### src/design/sre_pkg.sv
// constants and types for the two-wire eeprom read sequencer
// Functional notes
// - counter holds last accessed address plus one
// - device acknowledges matching address on clock 9
// - shift out byte, then counter plus one; the counter steps in the same cycle that the byte is loaded and its first bit is driven
// - STOP after final byte returns to standby
// - controller ack on clock 18 gets next byte
// - bytes continue while every ninth-clock slot acknowledged
// - counter wraps from top address to zero
// - write-mode device address is acknowledged too
// - two address bytes acknowledged, counter loaded
// - new START abandons pending work, reads loaded address
// - array address is thirteen bits wide
// - device address 1010 plus chip select match
// - sample on rising, drive after falling clock
// - SDA fall/rise while SCL high: START/STOP
package sre_pkg;
    localparam int          ADDR_W     = 13;
    localparam int          BYTE_W     = 8;
    localparam int          CS_W       = 3;
    localparam int          SYNC_W     = 5;
    localparam int          ADDR_HI_W  = 5;
    localparam logic [3:0]  DEV_TYPE   = 4'hA;
    localparam logic [3:0]  BIT_ACK    = 4'h8;
    localparam logic [3:0]  BIT_END    = 4'h9;
    localparam logic [3:0]  BCNT_RST   = 4'h0;
    localparam logic [12:0] ADDR_RST   = 13'h0000;
    localparam logic [12:0] ADDR_FIRST = 13'h0000;
    localparam logic [12:0] ADDR_MAX   = 13'h1FFF;
    localparam logic [12:0] ADDR_STEP  = 13'h0001;
    localparam logic [7:0]  BYTE_RST   = 8'h00;
    localparam logic [7:0]  BYTE_IDLE  = 8'hFF;
    localparam logic        PIN_IDLE   = 1'b1;
    localparam logic        DRIVE_LVL  = 1'b0;

    typedef enum logic [2:0] {
        ST_IDLE,
        ST_DEVADDR,
        ST_ADDR_HI,
        ST_ADDR_LO,
        ST_READ,
        ST_IGNORE
    } sre_state_t;
endpackage

### src/design/sre_sync.sv
// two-flop synchroniser for the pin inputs
`timescale 1ns/1ns
module sre_sync (
    // clock and reset
    input  wire logic                      mclk,
    input  wire logic                      resetn,
    // pins in, synchronised copies out
    input  wire logic [sre_pkg::SYNC_W-1:0] din,
    output logic      [sre_pkg::SYNC_W-1:0] dout
);
    import sre_pkg::*;

    logic [SYNC_W-1:0] meta;

    // first stage feeds only the second; idle-high reset matches pulled-up bus
    for (genvar i = 0; i < SYNC_W; i++) begin : g_bit
        always_ff @(posedge mclk or negedge resetn) begin
            if (!resetn) begin
                meta[i] <= PIN_IDLE;
                dout[i] <= PIN_IDLE;
            end else begin
                meta[i] <= din[i];
                dout[i] <= meta[i];
            end
        end
    end
endmodule

### src/design/sre_buf.sv
// two-entry byte buffer between array reads and the shifter
`timescale 1ns/1ns
module sre_buf (
    // clock and reset
    input  wire logic                      mclk,
    input  wire logic                      resetn,
    input  wire logic                      flush,
    // fill side
    input  wire logic                      in_valid,
    output logic                           in_ready,
    input  wire logic [sre_pkg::BYTE_W-1:0] in_data,
    // drain side
    output logic                           out_valid,
    input  wire logic                      out_ready,
    output logic      [sre_pkg::BYTE_W-1:0] out_data
);
    import sre_pkg::*;

    logic [BYTE_W-1:0] mem [0:1];
    logic              wr_ptr;
    logic              rd_ptr;
    logic [1:0]        count;
    logic              push;
    logic              pop;

    assign in_ready  = (count != 2'h2);
    assign out_valid = (count != 2'h0);
    assign out_data  = mem[rd_ptr];
    // flush wins so a stale in-flight byte never lands
    assign push      = in_valid && in_ready && !flush;
    assign pop       = out_valid && out_ready && !flush;

    // storage carries no reset, only pointers and fill level do
    always_ff @(posedge mclk) begin
        if (push) begin
            mem[wr_ptr] <= in_data;
        end
    end

    // pointers and fill level
    always_ff @(posedge mclk or negedge resetn) begin
        if (!resetn) begin
            wr_ptr <= 1'b0;
            rd_ptr <= 1'b0;
            count  <= 2'h0;
        end else if (flush) begin
            wr_ptr <= 1'b0;
            rd_ptr <= 1'b0;
            count  <= 2'h0;
        end else begin
            if (push) begin
                wr_ptr <= ~wr_ptr;
            end
            if (pop) begin
                rd_ptr <= ~rd_ptr;
            end
            count <= count + {1'b0, push} - {1'b0, pop};
        end
    end
endmodule

### src/design/sre_read_seq.sv
// read sequencer of a two-wire serial eeprom slave
`timescale 1ns/1ns
module sre_read_seq (
    // clock and reset
    input  wire logic                      mclk,
    input  wire logic                      resetn,
    // two-wire pins
    input  wire logic                      scl_pin,
    input  wire logic                      sda_in,
    output logic                           sda_out,
    output logic                           sda_oe,
    input  wire logic [sre_pkg::CS_W-1:0]   chip_select_pins,
    // array read port
    output logic                           mem_rd,
    output logic      [sre_pkg::ADDR_W-1:0] mem_addr,
    input  wire logic [sre_pkg::BYTE_W-1:0] mem_rdata,
    // status shared with the write logic
    output logic      [sre_pkg::ADDR_W-1:0] addr_count,
    output logic                           standby
);
    import sre_pkg::*;

    logic [SYNC_W-1:0] pins_s;
    logic              scl_s;
    logic              sda_s;
    logic [CS_W-1:0]   cs_s;
    logic              scl_q;
    logic              sda_q;
    logic              scl_rise;
    logic              scl_fall;
    logic              start_ev;
    logic              stop_ev;
    logic              bus_ev;
    sre_state_t        state;
    logic [3:0]        bcnt;
    logic [BYTE_W-1:0] rx;
    logic [BYTE_W-1:0] tx;
    logic [BYTE_W-1:0] addr_hi;
    logic              ack_bit;
    logic              dev_match;
    logic              ack_fall;
    logic              end_fall;
    logic              load_byte;
    logic              addr_load;
    logic [ADDR_W-1:0] loaded_addr;
    logic              flush;
    logic [ADDR_W-1:0] flush_addr;
    logic [ADDR_W-1:0] fetch_ptr;
    logic              rd_wait;
    logic              issue;
    logic              buf_in_ready;
    logic              buf_valid;
    logic [BYTE_W-1:0] buf_data;
    logic [BYTE_W-1:0] next_tx;

    // pins and straps all cross into mclk before use
    sre_sync u_sync (
        .mclk   (mclk),
        .resetn (resetn),
        .din    ({chip_select_pins, sda_in, scl_pin}),
        .dout   (pins_s)
    );

    assign scl_s = pins_s[0];
    assign sda_s = pins_s[1];
    assign cs_s  = pins_s[SYNC_W-1:2];

    // previous synchronised levels for edge finding
    always_ff @(posedge mclk or negedge resetn) begin
        if (!resetn) begin
            scl_q <= PIN_IDLE;
            sda_q <= PIN_IDLE;
        end else begin
            scl_q <= scl_s;
            sda_q <= sda_s;
        end
    end

    // line events; data moving while clock stays high is framing
    assign scl_rise = scl_s && !scl_q;
    assign scl_fall = !scl_s && scl_q;
    assign start_ev = scl_s && scl_q && sda_q && !sda_s;
    assign stop_ev  = scl_s && scl_q && !sda_q && sda_s;
    assign bus_ev   = scl_fall || start_ev || stop_ev;

    // byte-level decode
    assign dev_match   = (rx[7:4] == DEV_TYPE) && (rx[3:1] == cs_s);
    assign ack_fall    = scl_fall && (bcnt == BIT_ACK);
    assign end_fall    = scl_fall && (bcnt == BIT_END);
    assign load_byte   = end_fall && (((state == ST_DEVADDR) && rx[0]) ||
                                      ((state == ST_READ) && !ack_bit));
    assign addr_load   = end_fall && (state == ST_ADDR_LO);
    // top three bits of the high address byte are dropped
    assign loaded_addr = {addr_hi[ADDR_HI_W-1:0], rx};
    assign flush       = start_ev || addr_load;
    assign flush_addr  = addr_load ? loaded_addr : addr_count;
    // fetch only with no read outstanding and room for the answer
    assign issue       = !mem_rd && !rd_wait && buf_in_ready && !flush;
    assign next_tx     = buf_valid ? buf_data : BYTE_IDLE;

    // sequencing and bit count
    always_ff @(posedge mclk or negedge resetn) begin
        if (!resetn) begin
            state <= ST_IDLE;
            bcnt  <= BCNT_RST;
        end else if (stop_ev) begin
            state <= ST_IDLE;
            bcnt  <= BCNT_RST;
        end else if (start_ev) begin
            state <= ST_DEVADDR;
            bcnt  <= BCNT_RST;
        end else if (state != ST_IDLE) begin
            if (scl_rise && (bcnt < BIT_END)) begin
                bcnt <= bcnt + 4'h1;
            end else if (end_fall) begin
                bcnt <= BCNT_RST;
            end
            if (ack_fall && (state == ST_DEVADDR) && !dev_match) begin
                state <= ST_IDLE;
            end else if (end_fall) begin
                case (state)
                    ST_DEVADDR: state <= rx[0] ? ST_READ : ST_ADDR_HI;
                    ST_ADDR_HI: state <= ST_ADDR_LO;
                    ST_ADDR_LO: state <= ST_IGNORE; // data bytes belong to the write path
                    ST_READ:    state <= ack_bit ? ST_IGNORE : ST_READ;
                    default:    state <= state;
                endcase
            end
        end
    end

    // incoming bits on rising clock, most significant first
    always_ff @(posedge mclk or negedge resetn) begin
        if (!resetn) begin
            rx <= BYTE_RST;
        end else if (scl_rise && (bcnt < BIT_ACK)) begin
            rx <= {rx[BYTE_W-2:0], sda_s};
        end
    end

    // controller answer in the ninth slot of a read byte
    always_ff @(posedge mclk or negedge resetn) begin
        if (!resetn) begin
            ack_bit <= PIN_IDLE;
        end else if (scl_rise && (bcnt == BIT_ACK)) begin
            ack_bit <= sda_s;
        end
    end

    // high address byte held until the low byte completes
    always_ff @(posedge mclk or negedge resetn) begin
        if (!resetn) begin
            addr_hi <= BYTE_RST;
        end else if (end_fall && (state == ST_ADDR_HI)) begin
            addr_hi <= rx;
        end
    end

    // shared counter: load from address phase, step per byte sent
    always_ff @(posedge mclk or negedge resetn) begin
        if (!resetn) begin
            addr_count <= ADDR_RST;
        end else if (addr_load) begin
            addr_count <= loaded_addr;
        end else if (load_byte) begin
            addr_count <= addr_count + ADDR_STEP;
        end
    end

    // data line driver: changes only after a falling clock or framing
    always_ff @(posedge mclk or negedge resetn) begin
        if (!resetn) begin
            sda_oe <= 1'b0;
            tx     <= BYTE_RST;
        end else if (start_ev || stop_ev) begin
            sda_oe <= 1'b0;
        end else if (load_byte) begin
            tx     <= next_tx;
            sda_oe <= !next_tx[BYTE_W-1];
        end else if (end_fall) begin
            sda_oe <= 1'b0;
        end else if (ack_fall) begin
            case (state)
                ST_DEVADDR: sda_oe <= dev_match;
                ST_ADDR_HI: sda_oe <= 1'b1;
                ST_ADDR_LO: sda_oe <= 1'b1;
                default:    sda_oe <= 1'b0; // release for the controller's answer
            endcase
        end else if (scl_fall && (state == ST_READ) && (bcnt != BCNT_RST)) begin
            tx     <= {tx[BYTE_W-2:0], 1'b0};
            sda_oe <= !tx[BYTE_W-2];
        end
    end

    // open-drain: only ever pulls low
    always_ff @(posedge mclk or negedge resetn) begin
        if (!resetn) begin
            sda_out <= DRIVE_LVL;
        end else begin
            sda_out <= DRIVE_LVL;
        end
    end

    // standby mirrors the idle state one cycle late
    always_ff @(posedge mclk or negedge resetn) begin
        if (!resetn) begin
            standby <= 1'b1;
        end else begin
            standby <= (state == ST_IDLE);
        end
    end

    // prefetch runs ahead of the counter so a byte waits at each slot
    always_ff @(posedge mclk or negedge resetn) begin
        if (!resetn) begin
            mem_rd    <= 1'b0;
            rd_wait   <= 1'b0;
            mem_addr  <= ADDR_RST;
            fetch_ptr <= ADDR_RST;
        end else begin
            mem_rd  <= issue;
            rd_wait <= mem_rd && !flush;
            if (issue) begin
                mem_addr <= fetch_ptr;
            end
            if (flush) begin
                fetch_ptr <= flush_addr;
            end else if (issue) begin
                fetch_ptr <= fetch_ptr + ADDR_STEP;
            end
        end
    end

    // answers land here; a stalled shifter stops further fetches
    sre_buf u_buf (
        .mclk      (mclk),
        .resetn    (resetn),
        .flush     (flush),
        .in_valid  (rd_wait),
        .in_ready  (buf_in_ready),
        .in_data   (mem_rdata),
        .out_valid (buf_valid),
        .out_ready (load_byte),
        .out_data  (buf_data)
    );
endmodule

### config.mk
export PLATFORM = sky130hd
export DESIGN_NAME = sre_read_seq
export DESIGN_NICKNAME = d
export VERILOG_FILES = /design/src/design/sre_pkg.sv /design/src/design/sre_sync.sv /design/src/design/sre_buf.sv /design/src/design/sre_read_seq.sv
export SDC_FILE = /design/constraint.sdc
export NUM_CORES = 1
export LEC_CHECK = 0
export ABC_AREA = 1
export BUFFER_PORTS_ARGS = -buffer_cell sky130_fd_sc_hd__buf_2
export CORE_ASPECT_RATIO = 0.8
export CORE_UTILIZATION = 37
export DETAILED_ROUTE_END_ITERATION = 10
export SLEW_MARGIN = 20
export SYNTH_ARGS = -nofsm -noshare
export SYNTH_HDL_FRONTEND = slang
export SYNTH_SLANG_ARGS = --single-unit
### constraint.sdc
create_clock -name mclk -period 2.4 [get_ports mclk]
set_input_delay 0.24 -clock mclk [delete_from_list [all_inputs] [get_ports mclk]]
set_output_delay 0.24 -clock mclk [all_outputs]
set_load 0.05 [all_outputs]
Word-level counts from Yosys, hierarchy flattened
Memories as Yosys holds them, arrays and structs flattened.
Cells that the tools add are included.
{"block": "totals", "mem_count": 1, "ff_bits": 87, "out_inout_bits": 30, "mem_bits_rw": 16, "inputBits": 15}
{"block": "classes", "reduce_logical": 62, "n_eq_ne": 11, "magnitude_cmp": 2, "n_bitwise": 3, "mux": 36, "addsub": 5}
{"memory": "u_buf.mem", "depth": 2, "word_bits": 8, "read_ports": 1, "rd_ports_with_merged_regs": 0, "wr": 1, "line": "sre_buf.sv:19", "text": "logic [BYTE_W-1:0] mem [0:1];"}
{"cell": "13-bit 2-to-1 mux", "n": 5}
{"cell": "1-bit logical AND", "n": 30}
{"cell": "7-bit 2-to-1 mux", "n": 4}
{"cell": "13-bit by 1-bit adder with 13-bit output (second input constant)", "n": 2}
{"cell": "4-bit 2-to-1 mux", "n": 5}
{"cell": "3-bit 2-to-1 mux", "n": 6}
{"cell": "4-bit equality test (second input constant)", "n": 3}
{"cell": "1-bit 2-to-1 mux", "n": 12}
{"cell": "3-bit one-hot mux with 4 select lines", "n": 1}
{"cell": "2-bit nonzero test", "n": 6}
{"cell": "4-bit nonzero test", "n": 3}
{"cell": "1-bit zero test", "n": 11}
{"cell": "4-bit < comparator (second input constant)", "n": 2}
{"cell": "8-bit 2-to-1 mux", "n": 1}
{"cell": "7-bit nonzero test", "n": 1}
{"cell": "3-bit by 2-bit equality test with 1-bit output (second input constant)", "n": 2}
{"cell": "3-bit nonzero test", "n": 2}
{"cell": "5-bit nonzero test", "n": 1}
{"cell": "4-bit by 1-bit adder with 4-bit output (second input constant)", "n": 1}
{"cell": "2-bit by 1-bit inequality test with 1-bit output (second input constant)", "n": 2}
{"cell": "4-bit AND reduction", "n": 1}
{"cell": "3-bit by 1-bit equality test with 1-bit output (second input constant)", "n": 1}
{"cell": "3-bit equality test", "n": 1}
{"cell": "3-bit equality test (second input constant)", "n": 1}
{"cell": "other kinds (11)", "n": 15}

Logic depth before layout (Yosys ltp)
{"block": "depth", "ltp_word": 10, "ltp_mapped": 12, "ltp_nobuf": 12}

Hierarchy
Synthesis repeated with hierarchy kept, for this count alone.
{"block": "hier_totals", "hier_cells": 627, "hier_area_um2": 5162.5}
{"module": "sre_read_seq", "n_inst": 1, "area_each_um2": 4053.9, "cells_per_inst": 540}
{"module": "sre_buf", "n_inst": 1, "area_each_um2": 845.8, "cells_per_inst": 77}
{"module": "sre_sync", "n_inst": 1, "area_each_um2": 262.8, "cells_per_inst": 10}

Least setup slack after synthesis
Ideal clock, no wire load.
{"block": "synth_timing", "path_kind": "reg2reg", "from": "reg bcnt[0]", "to": "mem u_buf.mem[1][0], enable pin", "n_path_buf": 0, "required_time_ns": 2.029, "setup_time_ns": 0.371, "arrival_ns": 1.548, "stages_incl_launch_ff": 9, "slack_ns": 0.481, "cell_sequence": "dfrtp_1 ha_1 nand3_2 nor2_8 nand2_8 nand2_4 inv_2 nand2_1 nor2_1"}
{"block": "synth_via", "elab_chain_cells": 8}
{"element": "from (decl)", "line": "sre_read_seq.sv:35", "text": "logic [3:0] bcnt;"}
{"element": "from (signal assigned)", "line": "sre_read_seq.sv:114", "text": "bcnt <= bcnt + 4'h1;"}
{"element": "4-bit equality test", "line": "sre_read_seq.sv:89", "text": "assign end_fall = scl_fall && (bcnt == BIT_END);"}
{"element": "1-bit logical AND", "line": "sre_read_seq.sv:89"}
{"element": "1-bit logical AND", "line": "sre_read_seq.sv:92", "text": "assign addr_load = end_fall && (state == ST_ADDR_LO);"}
{"element": "1-bit logical OR", "line": "sre_read_seq.sv:95", "text": "assign flush = start_ev || addr_load;"}
{"element": "1-bit zero test", "line": "sre_buf.sv:30", "text": "assign push = in_valid && in_ready && !flush;"}
{"element": "1-bit logical AND", "line": "sre_buf.sv:30"}
{"element": "1-bit 2-to-1 mux", "line": "sre_buf.sv:35", "text": "if (push) begin"}
{"element": "1-bit 2-to-1 mux (implied by the code)", "line": "sre_buf.sv:36", "text": "mem[wr_ptr] <= in_data;"}
{"element": "to (decl)", "line": "sre_buf.sv:19"}
Every way passes these cells.

Worst setup path after layout
{"block": "layout_timing", "from": "reg bcnt[0]", "to": "mem u_buf.mem[1][7], enable pin"}
The elaborated chain is that of the path after synthesis.

==> flow_summary.yaml <==
power:
  seq_power_share: 0.454
  internal_power_uw: 3150
  p_clk_frac: 0.284
  p_comb_frac: 0.262
  peakVddDrop_mv: 0.485
  p_leak_uw: 0.00295
  powerDensity_nw_per_um2: 821
  p_sw_frac: 0.361
  p_switching_uw: 1780
sta:
  fin_worst_skew_ns: 0.00837
  worstMarginPinSlew_ns: 0.634
  setup_ws_ns: 0.266
  finalSetupTns_ns: 0
  max_freq_mhz: 469
  rsz0062_at_grt: "no"
  fin_crit_sh: 0.889
  min_period_ns: 2.13
  setup-violations-final: 0
  hold_violations: 0
  relSlewSlack: 0.576
  drv_slew: 0
clock_network:
  clk_pin_slew_worst_paths_ns: 0.07
  clock_sinks: 103
  postCtsSetupBuffers: 0
  cts_buffer_depth: 2
  h-tree-depth: 3
  cts_buffers: 9
  clock-root-buffer: "clkbuf_16"
  clock_latency_ns: 0.35
  cts_tree: "done"
hold_path:
  worstHoldPathCells: 1
  hold_start: "mem_rdata[3]"
  hold_path.class: "input port to register"
  min_to: "u_buf.mem[1][3]"
cells_and_area:
  layout_common_cells: "nand2_1 (209), nand3_1 (88), dfrtp_1 (73)"
  regArea_sq_um: 2680
  fillerInstances: 1360
  nets: 710
  fin_cells: 873
  fin_area_sq_um: 6010
  final_common_cell: "nand2_1"
  antenna_cells: 0
  multiInputGateArea_sq_um: 2240
  area_growth_pct: 14.3
  drive_gt1_frac: 0.165
logic_synthesis:
  yosys_warnings: 0
  synthesis.nets: 656
  synthCells: 634
  ys_ff_latch: 103
  synth_cell_type_count: 39
  synth.avg_cell_area_sq_um: 8.28
  synth-seq-area-share: 0.509
  synthesis.area_sq_um: 5250
route:
  post_drt_wl_per_cell_um: 13.4
  first_pass_iters: 4
  via_per_inst: 4.90
  drt_iter0_markers: 279
  drtAntennaViolNets: 0
  wl_mm: 11.7
  drc: 0
  vias: 4280
setup_path:
  cp_max_fo: 24
  critical_path.top_delay_family: "simple AND/OR/NAND/NOR gates"
  worstSetupPathType: "register to register"
  worstPathArrival_ns: 2.12
  r2r_cells: 8
  worstPathRequired_ns: 2.39
  crit_start: "bcnt[0]"
  slowest_delay_ns: 0.51
  start_kind: "register"
  r2r_start: "bcnt[0]"
  cp_slowest_cell: "nor2_1"
  worst-path-buf-inv: 1
  rrSetupSlack_ns: 0.27
  crit_chain: "ha_1, nand3_2, nor2_8, nand2_8, nand2_4, inv_2, nand2_1, nor2_1"
  r2r_end: "u_buf.mem[1][7]"
  worst_setup_path_end_kind: "register"
floorplanning:
  io-pin-count: 45
  die_y_um: 109
  die_w_um: 135
  rows: 38
  die_area_sq_um: 14700
  core_area_sq_um: 13700
  start_util: 0.384
job:
  max_cap_violations: 0
global_route:
  grtUsageTotal: 0.174
  grt_overflow_total: 0
  grt_pass1_wl_mm: 19.8
  antenna_found_initial: 0
  grt_max_degree: 47
  grt_pass1_vias: 4021
placed_design:
  dpl-instance-area_sq_um: 5670
  portBuffers: 43
  gp_congestion: 0.857
  place_inst: 851
  place_ws_ns: 0.241
  place_hpwl_mm: 8.78
status:
  run_status: "complete, no violations"
## power by group through the flow
stage / Combinational [uW] / Sequential (uW) / Clock [uW]
after floorplan: 812 / 2450 / 0
after global placement: 1280 / 2260 / 0
after detailed placement: 1300 / 2270 / 0
after CTS: 1310 / 2240 / 1440
after global routing: 1460 / 2270 / 1510
final: 1290 / 2240 / 1400
## registers in the layout, indices dropped and copies added (netlist names), 2 cells and up
name / flops
addr_count: 13
tx: 7
addr_hi: 5
u_buf.mem: 16
bcnt: 4
u_sync.dout: 5
u_sync.meta: 5
u_buf.count: 2
state: 3
fetch_ptr: 13
mem_addr: 13
rx: 8
## layout make-up
class | instances | share of cell area
tap | 180 | 0.0375
sequential | 103 | 0.445
inverter | 61 | 0.0390
clock buffer | 9 | 0.0375
timing repair buffer | 57 | 0.0583
clock inverter | 7 | 0.00896
multi-input combinational | 456 | 0.373
## cell usage after synthesis (all sizes together)
library cell,count,share of area
xnor2,3,0.0050
xor2,12,0.020
edfxtp,16,0.091
buf,12,0.018
clkbuf,2,0.0014
nand2,214,0.16
mux2i,1,0.0019
conb,1,0.00071
dfstp,14,0.070
o21ai,36,0.039
inv,61,0.045
mux2,2,0.0043
nor2,53,0.048
dfrtp,73,0.35
nand4,14,0.018
o22ai,2,0.0024
or2,1,0.0012
o21a,1,0.0014
nand3b,2,0.0029
a21oi,4,0.0038
o211ai,3,0.0043
a31oi,1,0.0012
ha,7,0.017
nand3,91,0.090
nor3,8,0.0076
## cells by family after synthesis
family	count (synthesis)	share of synthesized area
muxes	3	0.00619
and+or+nand+nor	383	0.326
buffers and inverters	75	0.0638
AOI/OAI and AO/OA	47	0.0524
other	1	0.000714
DFF	103	0.509
adders and majority gates	7	0.0167
xor gates and xnor gates	15	0.0250
## metal layers
metal	track usage	vias up	part of all wire
met3	0.0417	12	0.050
met1	0.244	2009	0.49
met5	0	-	0
met4	0.0522	0	0.012
li1	-	2165	-
met2	0.266	94	0.45
## metrics by stage
stage               power (uW)  hold WS [ns]   util
CTS                       4990        0.0633  0.439
finish                    4930        0.0719  0.439
floorplan                 3260       -0.0556      -
global placement          3540         0.112  0.414
global route              5240        0.0638  0.439
detailed placement        3570         0.108  0.414
## how the worst max path moves through the flow
stage,endpoint,slack [ns],cells after the start
6_report,u_buf.mem[1][7],0.27,8
5_1_grt,u_buf.mem[1][0],0.03,9
4_1_cts,u_buf.mem[1][7],0.22,8
3_5_place_dp,u_buf.mem[1][6],0.24,8
3_3_place_gp,u_buf.mem[1][4],0.34,8
2_1_floorplan,u_buf.mem[1][0],0.48,8
## worst register-to-register path, cell delays in order, from the launching register on
cell     delay (ns)
dfrtp_1        0.42
ha_1           0.24
nand3_2        0.13
nor2_8         0.07
nand2_8        0.16
nand2_4        0.07
inv_2          0.06
nand2_1        0.09
nor2_1         0.51
## repair_timing
action | in CTS | in global routing
hold buffers | 6 | 0
setup endpoints to repair | 0 | 0
resized for setup | 0 | 0
endpoints found under the hold margin | 17 | 0
Note: power is estimated with default switching activity, not from simulation.
